===== src/inc/soft_ctrl_defines.vh =====
/*
 * Timing figures and status bit positions for the module soft control block.
 * Assumes a 100 MHz core clock; counts are derived from times in their unit.
 */
`ifndef SOFT_CTRL_DEFINES_VH
`define SOFT_CTRL_DEFINES_VH

// Core clock rate
`define CLK_HZ              100000000
// Deadlines, in their printed units
`define T_MASK_MS           100
`define T_SEL_US            100
`define T_PDOWN_ON_MS       100
`define T_PDOWN_OFF_MS      300
`define T_CLR_US            500
`define T_FLAG_MS           200
`define T_LPM_US            100
`define T_INIT_MS           2000
// Cycle counts, exact at this clock; the longest fits the counter width
`define CYC_MS(t)           ((t) * (`CLK_HZ / 1000))
`define CYC_US(t)           ((t) * (`CLK_HZ / 1000000))
// Status byte 2 data-not-ready position
`define STAT_NOT_READY_BIT  0
// Counter width
`define CNT_W               28

`endif


===== src/core/module_soft_control.v =====
/*
 * Module-side soft control: interrupt gating by masks, bus answer enable by
 * module select, power level sequencing, transmitter disable.
 * Assumes the serial bus engine gives one-cycle strobes on clk_sys after a
 * transaction's stop bit; pins and the serial clock are asynchronous.
 */
// Notes on behaviour
// Set mask stops flag interrupt within 100 ms
// Cleared mask resumes flag interrupt within 100 ms
// Select low: answer bus within 100 us
// Select high: stop answering within 100 us
// Power-down bit one: low power within 100 ms; in ST_INIT the bit is held off until init ends
// Power-down bit zero: functional within 300 ms
// Ready: clear not-ready bit, raise interrupt
// Deadlines start at serial clock fall after stop
// Transmit-disable high or open disables transmitter
// Clear-on-read releases interrupt within 500 us
// Flag condition sets flag, interrupt within 200 ms
// Low power request: low power within 100 us; in ST_INIT the request is held off until init ends
// Reset release: functional within 2000 ms
// Interrupt low when unmasked flag set
`timescale 1ns/1ns
`default_nettype none
`include "soft_ctrl_defines.vh"

module module_soft_control #(
   parameter NFLAG = 8,
   parameter [`CNT_W-1:0] INIT_CYC = `CYC_MS(`T_INIT_MS),
   parameter [`CNT_W-1:0] PDOFF_CYC = `CYC_MS(`T_PDOWN_OFF_MS)
) (
   // Clock and reset
   input  wire             clk_sys,
   input  wire             reset_n,
   // Module pins (asynchronous)
   input  wire             module_select_n,
   input  wire             module_reset_n,
   input  wire             low_power_request,
   input  wire             transmit_disable,
   input  wire             scl_in,
   output reg              interrupt_out_n,
   output reg              module_present_n,
   // Bus engine strobes, after stop bit
   input  wire             write_done,
   input  wire             read_done,
   // Written control bits
   input  wire [NFLAG-1:0] mask_bits,
   input  wire             power_down_bit,
   // Flag events and clear-on-read selection
   input  wire [NFLAG-1:0] flag_event,
   input  wire [NFLAG-1:0] flag_read_clear,
   // Status and controls to the rest of the module
   output reg  [NFLAG-1:0] flags,
   output reg              data_not_ready,
   output reg              bus_answer_en,
   output reg              low_power,
   output reg              tx_enable
);

   localparam ST_INIT = 2'b00;   // Coming out of reset
   localparam ST_RUN  = 2'b01;   // Fully functional
   localparam ST_LOW  = 2'b10;   // Lower power level
   localparam ST_WAKE = 2'b11;   // Returning from low power

   reg  [1:0] st_q;        // Power state
   reg        first_q;     // Timer not yet started in this state
   wire       init_done;   // Init period over

   // Two-flop synchronisers for the pins
   reg  [4:0] s1_q;   // First stage, read only by second
   reg  [4:0] s2_q;   // Second stage
   reg        scl_q;  // Delayed serial clock for edge find
   always @(posedge clk_sys)
   begin
      if (!reset_n)
      begin
         s1_q  <= 5'h1F;
         s2_q  <= 5'h1F;
         scl_q <= 1'b1;
      end
      else
      begin
         s1_q  <= {scl_in, module_select_n, module_reset_n, transmit_disable,
                   low_power_request};
         s2_q  <= s1_q;
         scl_q <= s2_q[4];
      end
   end
   wire sel_n_s = s2_q[3];   // Module select, synchronised
   wire mrst_s  = s2_q[2];   // Module reset, synchronised
   wire transmit_disable_s  = s2_q[1];   // Transmit disable, synchronised
   wire lpm_s   = s2_q[0];   // Low power request, synchronised
   wire scl_fall = scl_q & ~s2_q[4];

   // Arm on stop bit, fire at next serial clock fall
   reg wr_arm_q;   // Write finished, waiting for fall
   reg rd_arm_q;   // Read finished, waiting for fall
   reg [NFLAG-1:0] rd_clr_q;   // Flags read in that transaction
   reg [NFLAG-1:0] msk_q;      // Mask bits in force
   reg pd_q;                   // Power-down bit in force
   reg mrst_q;                 // Previous module reset level
   // Deadlines from fall
   always @(posedge clk_sys)
   begin
      if (!reset_n)
      begin
         wr_arm_q <= 1'b0;
         rd_arm_q <= 1'b0;
         rd_clr_q <= {NFLAG{1'b0}};
         msk_q    <= {NFLAG{1'b0}};
         pd_q     <= 1'b0;
         mrst_q   <= 1'b1;
      end
      else
      begin
         mrst_q <= mrst_s;
         if (write_done)
            wr_arm_q <= 1'b1;
         else if (scl_fall)
            wr_arm_q <= 1'b0;
         if (read_done)
         begin
            rd_arm_q <= 1'b1;
            rd_clr_q <= rd_clr_q | flag_read_clear;
         end
         else if (scl_fall)
         begin
            // Selection is used by this fall, so no later read reuses it
            rd_arm_q <= 1'b0;
            rd_clr_q <= {NFLAG{1'b0}};
         end
         // Mask applied
         if (wr_arm_q && scl_fall)
         begin
            msk_q <= mask_bits;
            pd_q  <= power_down_bit;
         end
      end
   end
   wire wr_fire = wr_arm_q & scl_fall;
   wire rd_fire = rd_arm_q & scl_fall;

   // Sticky flags, set wins over clear
   // Flag set
   // Clear on read
   always @(posedge clk_sys)
   begin
      if (!reset_n)
         flags <= {NFLAG{1'b0}};
      else
         flags <= flag_event | (flags & ~(rd_fire ? rd_clr_q : {NFLAG{1'b0}}));
   end

   // Interrupt output from flags and not-ready edge
   reg ready_int_q;   // Set by the ready transition
   // Interrupt gating
   always @(posedge clk_sys)
   begin
      if (!reset_n)
         interrupt_out_n <= 1'b1;
      else
         interrupt_out_n <= ~(|(flags & ~msk_q) | ready_int_q);
   end

   // Bus answer follows synchronised select
   // Select response
   always @(posedge clk_sys)
   begin
      if (!reset_n)
         bus_answer_en <= 1'b0;
      else
         bus_answer_en <= ~sel_n_s;
   end

   // Transmitter enabled only with a low control
   // Transmit disable
   always @(posedge clk_sys)
   begin
      if (!reset_n)
         tx_enable <= 1'b0;
      else
         tx_enable <= ~transmit_disable_s & (st_q == ST_RUN);
   end

   // Power sequencing timers
   reg st_start;   // Load the wake or init timer
   wire tm_done;   // Timer expired
   delay_timer #(
      .COUNT (INIT_CYC)
   ) u_init_tm (
      .clk_sys (clk_sys),
      .reset_n (reset_n),
      .start   (st_start & (st_q == ST_INIT)),
      .done    (init_done)
   );
   delay_timer #(
      .COUNT (PDOFF_CYC)
   ) u_wake_tm (
      .clk_sys (clk_sys),
      .reset_n (reset_n),
      .start   (st_start & (st_q != ST_INIT)),
      .done    (tm_done)
   );

   // Power state machine
   wire      go_low = pd_q | lpm_s;
   always @(*)
   begin
      st_start = first_q & ((st_q == ST_INIT) | (st_q == ST_WAKE));
   end
   always @(posedge clk_sys)
   begin
      if (!reset_n)
      begin
         st_q           <= ST_INIT;
         first_q        <= 1'b1;
         data_not_ready <= 1'b1;
         low_power      <= 1'b0;
         ready_int_q    <= 1'b0;
         module_present_n <= 1'b0;
      end
      else
      begin
         module_present_n <= 1'b0;
         first_q <= 1'b0;
         // Any read ends the ready interrupt, at its serial clock fall
         if (rd_fire)
            ready_int_q <= 1'b0;
         if (!mrst_s)
         begin
            // Module reset also leaves the lower power level
            st_q           <= ST_INIT;
            first_q        <= 1'b1;
            data_not_ready <= 1'b1;
            low_power      <= 1'b0;
         end
         else
         begin
            case (st_q)
               // Init after reset release
               ST_INIT:
               begin
                  if (mrst_s && !mrst_q)
                     first_q <= 1'b1;
                  if (init_done)
                  begin
                     st_q           <= ST_RUN;
                     data_not_ready <= 1'b0;
                     // Ready indication
                     ready_int_q    <= 1'b1;
                  end
               end
               // Drop power
               ST_RUN:
               begin
                  if (go_low)
                  begin
                     st_q      <= ST_LOW;
                     low_power <= 1'b1;
                  end
               end
               ST_LOW:
               begin
                  if (!go_low)
                  begin
                     st_q           <= ST_WAKE;
                     low_power      <= 1'b0;
                     first_q        <= 1'b1;
                     data_not_ready <= 1'b1;
                  end
               end
               // Return to functional
               ST_WAKE:
               begin
                  if (go_low)
                  begin
                     st_q      <= ST_LOW;
                     low_power <= 1'b1;
                  end
                  else if (tm_done)
                  begin
                     st_q           <= ST_RUN;
                     data_not_ready <= 1'b0;
                     ready_int_q    <= 1'b1;
                  end
               end
               default:
                  st_q <= ST_INIT;
            endcase
         end
      end
   end

endmodule
`default_nettype wire


===== src/core/delay_timer.v =====
/*
 * Restartable countdown: a pulse on start loads the count, done pulses once
 * when it reaches zero. Assumes start comes from logic on the same clock.
 */
`timescale 1ns/1ns
`default_nettype none
`include "soft_ctrl_defines.vh"

module delay_timer #(
   parameter [`CNT_W-1:0] COUNT = 1
) (
   // Clock and reset
   input  wire               clk_sys,
   input  wire               reset_n,
   // Control
   input  wire               start,
   output reg                done
);

   reg  [`CNT_W-1:0] cnt_q;   // Remaining cycles
   reg               run_q;   // Counting

   // Load on start, count down, pulse at end
   always @(posedge clk_sys)
   begin
      if (!reset_n)
      begin
         cnt_q <= {`CNT_W{1'b0}};
         run_q <= 1'b0;
         done  <= 1'b0;
      end
      else
      begin
         done <= 1'b0;
         if (start)
         begin
            cnt_q <= COUNT - 1'b1;
            run_q <= 1'b1;
         end
         else if (run_q)
         begin
            if (cnt_q == {`CNT_W{1'b0}})
            begin
               run_q <= 1'b0;
               done  <= 1'b1;
            end
            else
               cnt_q <= cnt_q - 1'b1;
         end
      end
   end

endmodule
`default_nettype wire


===== config.mk =====
export PLATFORM = sky130hd
export DESIGN_NAME = module_soft_control
export DESIGN_NICKNAME = d
export VERILOG_FILES = /design/src/core/module_soft_control.v /design/src/core/delay_timer.v
export VERILOG_INCLUDE_DIRS = /design/src /design/src/inc
export SDC_FILE = /design/constraint.sdc
export NUM_CORES = 1
export LEC_CHECK = 0
export ABC_AREA = 1
export BUFFER_PORTS_ARGS = -buffer_cell sky130_fd_sc_hd__buf_2
export CORE_MARGIN = 3
export CORE_UTILIZATION = 60
export CTS_CLUSTER_SIZE = 30
export DETAILED_ROUTE_END_ITERATION = 6
export GPL_ROUTABILITY_DRIVEN = 0
export GPL_TIMING_DRIVEN = 0
export PLACE_DENSITY = 0.8
export SLEW_MARGIN = 20
export SYNTH_ARGS = -nofsm -noshare
export SYNTH_HDL_FRONTEND = slang
export SYNTH_HIERARCHICAL = 1
export SYNTH_SLANG_ARGS = --single-unit
export TNS_END_PERCENT = 5

===== constraint.sdc =====
create_clock -name clk_sys -period 2.53 [get_ports clk_sys]
set_clock_uncertainty 0.05 [all_clocks]
set_input_delay 0.253 -clock clk_sys [delete_from_list [all_inputs] [get_ports clk_sys]]
set_output_delay 0.253 -clock clk_sys [all_outputs]
set_load 0.02 [all_outputs]

# Yosys cells after proc, flatten, opt, wreduce, memory -nomap -nowiden
# Index checks and enable logic that the tools add are counted.
classes:
  n_addsub: 2
  eq_ne: 12
  mux: 43
  bitwise_logic: 24
  n_reduce_logical: 27
ops:
  columns: ["op", "n"]
  rows:
  - ["2-to-1 mux 28 bit", 3]
  - ["2-to-1 mux 25 bit", 3]
  - ["logical NOT 28 bit", 2]
  - ["subtractor 28 x 1 -> 28 bit (second input constant)", 2]
  - ["2-to-1 mux 1 bit", 24]
  - ["2-to-1 mux 8 bit", 3]
  - ["bitwise AND 8 bit", 2]
  - ["inverter 8 bit", 2]
  - ["OR 8 bit", 2]
  - ["nonzero test 2 bit", 6]
  - ["2-to-1 mux 2 bit", 5]
  - ["inequality test 2 x 1 -> 1 bit (second input constant)", 5]
  - ["AND reduction 2 bit", 5]
  - ["inverter 1 bit", 9]
  - ["case mux 2 bit (4 select lines)", 1]
  - ["OR reduction 8 bit", 1]
  - ["bitwise AND 1 bit", 6]
  - ["inequality test 2 bit (second input constant)", 3]
  - ["case mux 1 bit (2 select lines)", 3]
  - ["OR reduction 2 bit", 3]
  - ["OR reduction 3 bit", 2]
  - ["AND reduction 5 bit", 1]
  - ["equality test 2 bit (second input constant)", 2]
  - ["AND reduction 4 bit", 1]
  - ["other kinds (9)", 12]
totals:
  reg_bits: 108
  in_bits: 34
  out_inout_bits: 14
  word_cells: 134

# Logic depth before layout (Yosys ltp)
# Gate-level depths: netlist of run 1.
logic_depth:
  word_depth: 8
  mapped_depth: 13
  ltp_nobuf: 12

# By module
# The synthesis of run 1 kept the hierarchy.
modules_own_cells:
  columns: ["module", "n_inst", "cells_each", "area_each_um2", "seq_area_each_um2"]
  rows:
  - ["delay_timer (u_init_tm)", 1, 350, 2099.5, 600.6]
  - ["delay_timer (u_wake_tm)", 1, 347, 2074.5, 600.6]
  - ["module_soft_control", 1, 241, 1889.3, 960.9]

# Worst setup path before layout of run 1
# OpenSTA, ideal clock, no wires.
synth_timing:
  kind: "register -> register"
  from: "reg st_q[0]"
  to: "reg u_init_tm.cnt_q[1]"
  setup_ps: 70
  arrival_time_ps: 1870
  required_ps: 2410
  path_slack_ps: 540
  stages_incl_launch_ff: 9
  path_buffers: 1
  synth_period_minus_slack_ps: 1990
  path_cell_list: "dfxtp_1 inv_1 ha_1 nor3_1 inv_1 clkbuf_1 nand2_1 o21ai_0 a21oi_1"
synth_between:
  elab_chain_len: 6
  word_cells_on_any_way: 9
  cone_classes: "eq/ne: 2; mux: 1; bitwise: 3; reduce/logical: 3"
synth_rtl:
  columns: ["element", "line_no", "rtl"]
  rows:
  - ["from (decl)", "module_soft_control.v:64", "reg [1:0] st_q;"]
  - ["from (signal assigned)", "module_soft_control.v:214", "st_q <= ST_INIT;"]
  - ["from (signal assigned)", "module_soft_control.v:231", "st_q <= ST_INIT;"]
  - ["from (signal assigned)", "module_soft_control.v:246", "st_q <= ST_RUN;"]
  - ["equality test 2 bit or logical NOT 2 bit (tied branches)", "module_soft_control.v:208, module_soft_control.v:192", null]
  - ["OR 1 bit", "module_soft_control.v:208", "st_start = first_q & ((st_q == ST_INIT) | (st_q == ST_WAKE));"]
  - ["bitwise AND 1 bit", "module_soft_control.v:208", null]
  - ["bitwise AND 1 bit *", "module_soft_control.v:192", ".start (st_start & (st_q == ST_INIT)),"]
  - ["inequality test 2 x 1 -> 1 bit (no line) or nonzero test 2 bit (tied branches)", null, null]
  - ["AND reduction 2 bit (no line)", null, null]
  - ["to (signal assigned)", "delay_timer.v:28", "cnt_q <= {`CNT_W{1'b0}};"]
  - ["to (signal assigned)", "delay_timer.v:37", "cnt_q <= COUNT - 1'b1;"]
  - ["to (signal assigned)", "delay_timer.v:48", "cnt_q <= cnt_q - 1'b1;"]
  - ["to (decl)", "delay_timer.v:20", "reg [`CNT_W-1:0] cnt_q;"]
# Mark *: on every way between the ends. The rest lies on a longest branch, timed or not.
# A chain may end at the register's enable or synchronous reset.

# Worst setup path in the final report of run 1
# Same ends and word-level chain as after synthesis.

==> results of run 1 <==
-- sequential cells by signal, summed over array words and instances (netlist names), 2 cells and up --
name and cells:
s2_q 5, flags 8, s1_q 5, u_init_tm/cnt_q 28, msk_q 8, rd_clr_q 8
u_wake_tm/cnt_q 28, st_q 2
-- critical path, stage by stage, from the launching register on --
cell      delay, ns
dfxtp_1        0.45
inv_1          0.11
ha_1           0.38
nor3_2         0.51
inv_1          0.10
clkbuf_1       0.25
nand2_1        0.11
o21ai_0        0.08
a21oi_1        0.12
-- metrics by stage --
stage / cells / hold WS (ns) / utilization [%]
after floorplan: 938 / 0.3006 / -
after global placement: 1116 / 0.3209 / 65.74
after CTS: 1137 / 0.004731 / 68.21
final: 1137 / 0.01786 / 68.26
after global routing: 1137 / 0.01507 / 68.26
after detailed placement: 1116 / 0.3355 / 65.74
-- area by class of cell --
class | count | area [sq um] | share of cell area [%]
Inverter | 151 | 566.8 | 8.456
Tap cell | 133 | 166.4 | 2.483
Clock inverter | 7 | 68.82 | 1.027
Sequential cell | 108 | 2162 | 32.26
Clock buffer | 9 | 123.9 | 1.848
Timing Repair Buffer | 50 | 275.3 | 4.107
Buffer | 25 | 176.4 | 2.632
Multi-Input combinational cell | 654 | 3163 | 47.19
-- final timing paths --
kind / start / to / slack, ns / depth (start not counted)
hold reg to reg: s2_q[1] / tx_enable / 0.35 / 1
hold / removal: write_done / wr_arm_q / 0.02 / 3
setup / recovery: st_q[0] / u_init_tm/cnt_q[1] / 0.30 / 8
setup reg to reg: st_q[0] / u_init_tm/cnt_q[1] / 0.30 / 8
-- per-layer routing --
| layer | wire, um | GRT usage, % | vias to the layer above |
|---|---|---|---|
| li1 | - | - | 3026 |
| met1 | 6458 | 33.43 | 2602 |
| met2 | 6538 | 41.99 | 121 |
| met3 | 587 | 5.100 | 20 |
| met4 | 252 | 7.854 | 0 |
| met5 | 0 | 0 | - |
-- cell families after synthesis --
family,after synthesis,share of synthesized area (%)
xor gates and xnor gates,22,3.178
buffers and inverters,176,12.26
adders and majority gates,8,1.651
other,1,0.06185
and+or+nand+nor,525,38.75
AOI/OAI and AO/OA,98,8.440
DFF,108,35.66
-- power by group through the flow --
stage	logic, mW	registers, mW	clock network, mW
global route	1.52	1.91	1.12
global placement	1.29	1.93	0
detailed placement	1.31	1.93	0
CTS	1.32	1.90	1.06
floorplan	1.03	1.92	0
finish	1.33	1.90	1.03
-- cell usage after synthesis (all sizes together), types with 9 or more instances --
library cell | n | area (sq um)
or2 | 10 | 62.56
dfxtp | 108 | 2162
nand4 | 13 | 87.58
buf | 23 | 168.9
o21ai | 31 | 158.9
xor2 | 13 | 113.9
nand2 | 236 | 938.4
xnor2 | 9 | 78.83
nand3 | 86 | 460.4
nor2 | 165 | 704.4
inv | 149 | 559.3
a21oi | 64 | 331.6
-- what timing repair did --
action,in CTS,in global routing
endpoints found under the setup margin,0,28
gates resized for setup,0,1
hold buffers,5,0
endpoints found under the hold margin,5,0
==> impl_metrics.tcl, run 1 <==
set metrics [dict create \
    outcome "finished clean" \
    intPower_mw 2.670 \
    p_leak_nw 3.286 \
    hold_viol 0 \
    clockBufferDepth 2 \
    wl_per_cell_um 12.17 \
    layout_commonest_cell "nand2_1" \
    syn_to_final_growth_pct 10.54 \
    vdd_drop_max_mv 0.4425 \
    final_area_sq_um 6703 \
    antenna_found_initial 0 \
    relSlewSlack_pct 58.37 \
    viasPerCell 5.074 \
    ant_nets 0 \
    tightest_slew_ns 0.6244 \
    cts.clk_slew.worst_paths_ns 0.11 \
    drcViolationCount 0 \
    crit_path_end_kind "register" \
    cts_root_buf "clkbuf_8" \
    ios 48 \
    crit_fanout 10 \
    drive_above_1_share_pct 13.45 \
    dp_hpwl_um 10310 \
    start_util_pct 61.75 \
    finalSetupViolCount 0 \
    synth_ff_type "dfxtp_1" \
    routed_wirelength_um 13840 \
    critical_path_required_ns 2.81 \
    drt-initial-drc-count 332 \
    rsz0062_at_grt "no" \
    async_flop_share_pct 0 \
    dr.pass1.iters 5 \
    maxSlewViolCount 0 \
    syn_area_sq_um 6063 \
    power_density_nw_per_um2 635.4 \
    rows 36 \
    h-tree-depth 3 \
    synth_fp_nets 980 \
    crit_arrival_ns 2.51 \
    critPathKind "reg2reg" \
    pwr-share-comb_pct 31.2 \
    dr_total_vias 5769 \
    grt_first_pass_wirelength_um 23600 \
    dp_slack_ns 0.05217 \
    grt_max_degree 21 \
    cts_buffers 9 \
    power.total_mw 4.259 \
    clock_sink_count 108 \
    synth-edff-count 0 \
    switching_share_pct 37.31 \
    synth-seq-cells 108 \
    fmax_mhz 448.5 \
    fp.dieH_um 106.5 \
    share_seq_of_total_power_pct 44.6 \
    cts_tree "built" \
    n_antenna_cell 0 \
    synth-seq-area-share_pct 35.66 \
    coreArea_sq_um 9819 \
    port_buffers 45 \
    placed_area_sq_um 6455 \
    drv_cap 0 \
    layout_common_cells "nand2_1 (223), nor2_1 (145), inv_1 (144)" \
    grt_pass1_vias 5133 \
    hp-class "in2reg" \
    ys_types 38 \
    syn_inst 938 \
    insertion_delay_ns 0.39 \
    die_w_um 106.5 \
    worst_setup_path_start_kind "register" \
    fillers 935 \
    switching_power_mw 1.589 \
    dieArea_sq_um 11350 \
    clkPwrFrac_pct 24.2 \
    finalWorstSetupSlack_ns 0.3002 \
    avgSynthCellArea_sq_um 6.464 \
    cts_setup_buffers 0 \
    grt_usage_pct 25.39 \
    fin_crit_ns 2.230 \
    yosys_warnings 6 \
    period_share_pct 88.13 \
    grt-ovfl-total 0 \
    tns_ns 0 \
    num-nets-final 1041 \
]
Power figures use the tool's default switching activity.
==> inputs of run 2 (changes only) <==
Settings changed: CTS_BUF_LIST set to sky130_fd_sc_hd__clkbuf_4.
==> impl_metrics.tcl, run 2 (synthesis gave the netlist of run 1 again) <==
set metrics [dict create \
    crit_path_end_kind "register" \
    hold_viol 0 \
    outcome "finished clean" \
    dp_cells 1116 \
    crit_arrival_ns 2.65 \
    syn_to_final_growth_pct 13.74 \
    dieArea_sq_um 11350 \
    insertion_delay_ns 0.50 \
    dr.pass1.iters 5 \
    coreArea_sq_um 9819 \
    drive_above_1_share_pct 13.12 \
    cts_setup_buffers 0 \
    drcViolationCount 0 \
    layout_common_cells "nand2_1 (223), nor2_1 (145), inv_1 (144)" \
    period_share_pct 89.10 \
    relSlewSlack_pct 58.58 \
    fillers 866 \
    routed_wirelength_um 14740 \
    dr_total_vias 5917 \
    grt_usage_pct 27.09 \
    dp_hpwl_um 10310 \
    h-tree-depth 3 \
    drt-initial-drc-count 351 \
    cts_buffers 9 \
    fp.dieH_um 106.5 \
    port_buffers 45 \
    ios 48 \
    cts_tree "built" \
    hp-class "in2reg" \
    critical_path_required_ns 2.92 \
    viasPerCell 5.092 \
    critPathKind "reg2reg" \
    drv_cap 0 \
    finalSetupViolCount 0 \
    tightest_slew_ns 0.6213 \
    p_leak_nw 3.367 \
    ant_nets 0 \
    rsz0062_at_grt "no" \
    largest_registers "u_init_tm/cnt_q (28), u_wake_tm/cnt_q (28)" \
    cts.clk_slew.worst_paths_ns 0.17 \
    power_density_nw_per_um2 598.8 \
    final_cells 1162 \
    vdd_drop_max_mv 0.4689 \
    tns_ns 0 \
    crit_fanout 10 \
    rows 36 \
    fmax_mhz 443.6 \
    clock_sink_count 108 \
    maxSlewViolCount 0 \
    grt_first_pass_wirelength_um 24980 \
    n_antenna_cell 0 \
    grt_pass1_vias 5391 \
    cts_root_buf "clkbuf_4" \
    antenna_found_initial 0 \
    num-nets-final 1066 \
    layout_commonest_cell "nand2_1" \
    die_w_um 106.5 \
    clockBufferDepth 2 \
    grt-ovfl-total 0 \
    start_util_pct 61.75 \
    final_util_pct 70.23 \
    worst_setup_path_start_kind "register" \
    grt_max_degree 21 \
    fin_crit_ns 2.254 \
    wl_per_cell_um 12.69 \
]
-- run 2: cell count changes in the layout (fill, tap and decap cells not counted) --
cell / delta
clkbuf_8: -9
dlygate4sd3_1: +25
clkbuf_4: +9
-- run 2: report_power, final --
part | internal [mW] | switching (mW) | total [mW]
Clock | 0.227 | 0.630 | 0.857
Sequential | 1.80 | 0.0999 | 1.90
Combinational | 0.511 | 0.858 | 1.37
Total | 2.54 | 1.59 | 4.13
-- run 2: path summary, 6_finish.rpt --
path,from,to,slack [ns],cells after the start
max,st_q[0],u_init_tm/cnt_q[1],0.28,8
min,reset_n,u_init_tm/cnt_q[14],0.05,3
max reg2reg,st_q[0],u_init_tm/cnt_q[1],0.28,8
min reg2reg,s2_q[3],bus_answer_en,0.36,1
-- run 2: critical path: stages (launching register included) --
cell and delay, ns:
dfxtp_1 0.47, inv_1 0.11, ha_1 0.38, nor3_2 0.51, inv_1 0.10, clkbuf_1 0.26
nand2_1 0.11, o21ai_0 0.08, a21oi_1 0.12
-- run 2: what timing repair did --
item	4_1_cts	5_1_grt
endpoints found under the hold margin	30	0
resized for setup	0	1
hold buffers	30	0
setup endpoints to repair	0	28
-- run 2: area by class of cell --
type	count	area [sq um]	area share (%)
tap	133	166.4	2.413
multi-input combinational	654	3163	45.86
buffer	25	176.4	2.558
clock inverter	7	68.82	0.9978
sequential	108	2162	31.35
inverter	151	566.8	8.218
timing repair buffer	75	525.5	7.620
clock buffer	9	67.56	0.9797
-- run 2: layer usage --
| metal | GRT usage (%) | vias up | routed length [um] |
|---|---|---|---|
| met5 | 0 | - | 0 |
| met1 | 34.46 | 2648 | 6532 |
| li1 | - | 3068 | - |
| met4 | 10.87 | 0 | 406 |
| met2 | 45.02 | 168 | 7014 |
| met3 | 5.464 | 33 | 788 |
-- run 2: through the flow --
| step | hold WS [ns] | area (sq um) | worst slack (ns) | power (mW) |
|---|---|---|---|---|
| CTS | 0.001998 | 6892 | 0.002770 | 4.137 |
| global placement | 0.3209 | 6455 | 0.06636 | 3.226 |
| detailed placement | 0.3355 | 6455 | 0.05217 | 3.244 |
| floorplan | 0.3006 | 6063 | 0.5399 | 2.958 |
| finish | 0.05077 | 6897 | 0.2758 | 4.130 |
| global route | 0.02501 | 6897 | 0.04670 | 4.413 |
==> inputs of run 3 (changes only) <==
Settings changed: RECOVER_POWER set to 50.
==> impl_metrics.tcl, run 3 (synthesis gave the netlist of run 1 again) <==
set metrics [dict create \
    outcome "finished clean" \
    die_w_um 106.5 \
    ios 48 \
    clockBufferDepth 2 \
    period_share_pct 89.49 \
    routed_wirelength_um 14710 \
    switching_power_mw 1.582 \
    pwr-share-comb_pct 33.0 \
    maxSlewViolCount 0 \
    worst_setup_path_start_kind "register" \
    tns_ns 0 \
    rsz0062_at_grt "no" \
    hold_viol 0 \
    grt-ovfl-total 0 \
    fillers 882 \
    critPathKind "reg2reg" \
    cts_buffers 9 \
    intPower_mw 2.537 \
    start_util_pct 61.75 \
    fmax_mhz 441.7 \
    layout_common_cells "nand2_1 (223), nor2_1 (147), inv_1 (145)" \
    final_cells 1162 \
    tightest_slew_ns 1.054 \
    cts_root_buf "clkbuf_4" \
    layout_commonest_cell "nand2_1" \
    power_density_nw_per_um2 601.3 \
    max_stage_delay_ns 0.52 \
    viasPerCell 5.080 \
    grt_use_met1_pct 34.46 \
    timing.rr.end "u_init_tm/cnt_q[1]" \
    final_area_sq_um 6850 \
    fp.dieH_um 106.5 \
    dr.pass1.iters 5 \
    path_buf_inv 3 \
    crit_fanout 10 \
    r2r_setup_slack_ns 0.27 \
    grt_util_met3_pct 5.464 \
    clkPwrFrac_pct 20.8 \
    cts.clk_slew.worst_paths_ns 0.17 \
    switching_share_pct 38.41 \
    coreArea_sq_um 9819 \
    rr_worst_depth 8 \
    grt_first_pass_wirelength_um 24980 \
    hp-class "in2reg" \
    grt-busiest-layer "met2" \
    clock_sink_count 108 \
    largest_registers "u_init_tm/cnt_q (28), u_wake_tm/cnt_q (28)" \
    rows 36 \
    cts_tree "built" \
    cpMostUsedCell "inv_1" \
    met2_usage_pct 45.02 \
    drt-initial-drc-count 330 \
    critical_path_required_ns 2.92 \
    crit_slowest_cell "nor3_2" \
    crit_path_end_kind "register" \
    dp_hpwl_um 10310 \
    placed_area_sq_um 6455 \
    final_util_pct 69.76 \
    insertion_delay_ns 0.49 \
    port_buffers 45 \
    hold_path_depth 3 \
    grt_pass1_vias 5391 \
    grt_usage_pct 27.09 \
    syn_to_final_growth_pct 12.98 \
    r2r_start "st_q[0]" \
    crit_arrival_ns 2.65 \
    share_seq_of_total_power_pct 46.2 \
    finalSetupViolCount 0 \
    drv_cap 0 \
    whs_endpoint "pd_q" \
    grt_max_degree 21 \
    relSlewSlack_pct 28.98 \
    drive_above_1_share_pct 11.08 \
    num-nets-final 1066 \
    vdd_drop_max_mv 0.4679 \
    antenna_found_initial 0 \
    cts_setup_buffers 0 \
    p_leak_nw 3.317 \
    dp_cells 1116 \
    h-tree-depth 3 \
    worstPathCellList "inv_1, ha_1, nor3_2, inv_1, clkbuf_1, nand2_1, o21ai_0, a21oi_1" \
    crit_family "simple AND/OR/NAND/NOR gates" \
    fin_crit_ns 2.264 \
    dr_total_vias 5903 \
    n_antenna_cell 0 \
    wl_per_cell_um 12.66 \
    ant_nets 0 \
    dieArea_sq_um 11350 \
    worstHoldStart "power_down_bit" \
    drcViolationCount 0 \
]
run 3: worst max path at each step:
stage                 start                 end  cells after the start
finish              st_q[0]  u_init_tm/cnt_q[1]                      8
global route        st_q[0]  u_init_tm/cnt_q[1]                      8
CTS                 st_q[0]  u_init_tm/cnt_q[1]                      8
detailed placement  st_q[0]  u_init_tm/cnt_q[1]                      8
global placement    st_q[0]  u_init_tm/cnt_q[1]                      8
floorplan           st_q[0]  u_init_tm/cnt_q[1]                      8
run 3: area by class of cell:
class | instances | area, sq um | area share (%)
inverter | 151 | 566.8 | 8.274
clock inverter | 7 | 68.82 | 1.005
multi-input combinational | 654 | 3141 | 45.84
tap | 133 | 166.4 | 2.429
clock buffer | 9 | 67.56 | 0.9863
sequential | 108 | 2162 | 31.56
timing repair buffer | 75 | 509.2 | 7.434
buffer | 25 | 168.9 | 2.466
run 3: repair_timing:
| action | CTS | global route |
|---|---|---|
| endpoints found under the setup margin | 0 | 28 |
| endpoints found under the hold margin | 30 | 0 |
| gates resized for setup | 0 | 1 |
| hold buffers | 30 | 0 |
run 3: per-layer routing:
metal / part of all wire, % / vias up / wire [um]
met5: 0 / - / 0
met4: 2.7 / 0 / 401
met3: 5.1 / 33 / 744
met2: 47 / 171 / 6971
met1: 45 / 2634 / 6591
li1: - / 3065 / -
run 3: worst reg2reg max path, stage by stage (launching register included):
cell,delay (ns)
dfxtp_1,0.47
inv_1,0.11
ha_1,0.38
nor3_2,0.52
inv_1,0.11
clkbuf_1,0.26
nand2_1,0.11
o21ai_0,0.08
a21oi_1,0.12
run 3: through the flow:
stage	total power [mW]	hold WS (ns)	setup slack (ns)
floorplan	2.958	0.3006	0.5399
global placement	3.226	0.3209	0.06636
detailed placement	3.244	0.3355	0.05217
CTS	4.137	0.001998	0.002770
global route	4.406	0.01946	0.04759
finish	4.119	0.05009	0.2660
run 3: power groups by stage:
stage,clock (mW),sequential (mW),combinational (mW)
2_1_floorplan,0,1.92,1.03
3_3_place_gp,0,1.93,1.29
3_5_place_dp,0,1.93,1.31
4_1_cts,0.887,1.90,1.35
5_1_grt,0.942,1.92,1.55
6_report,0.855,1.90,1.36
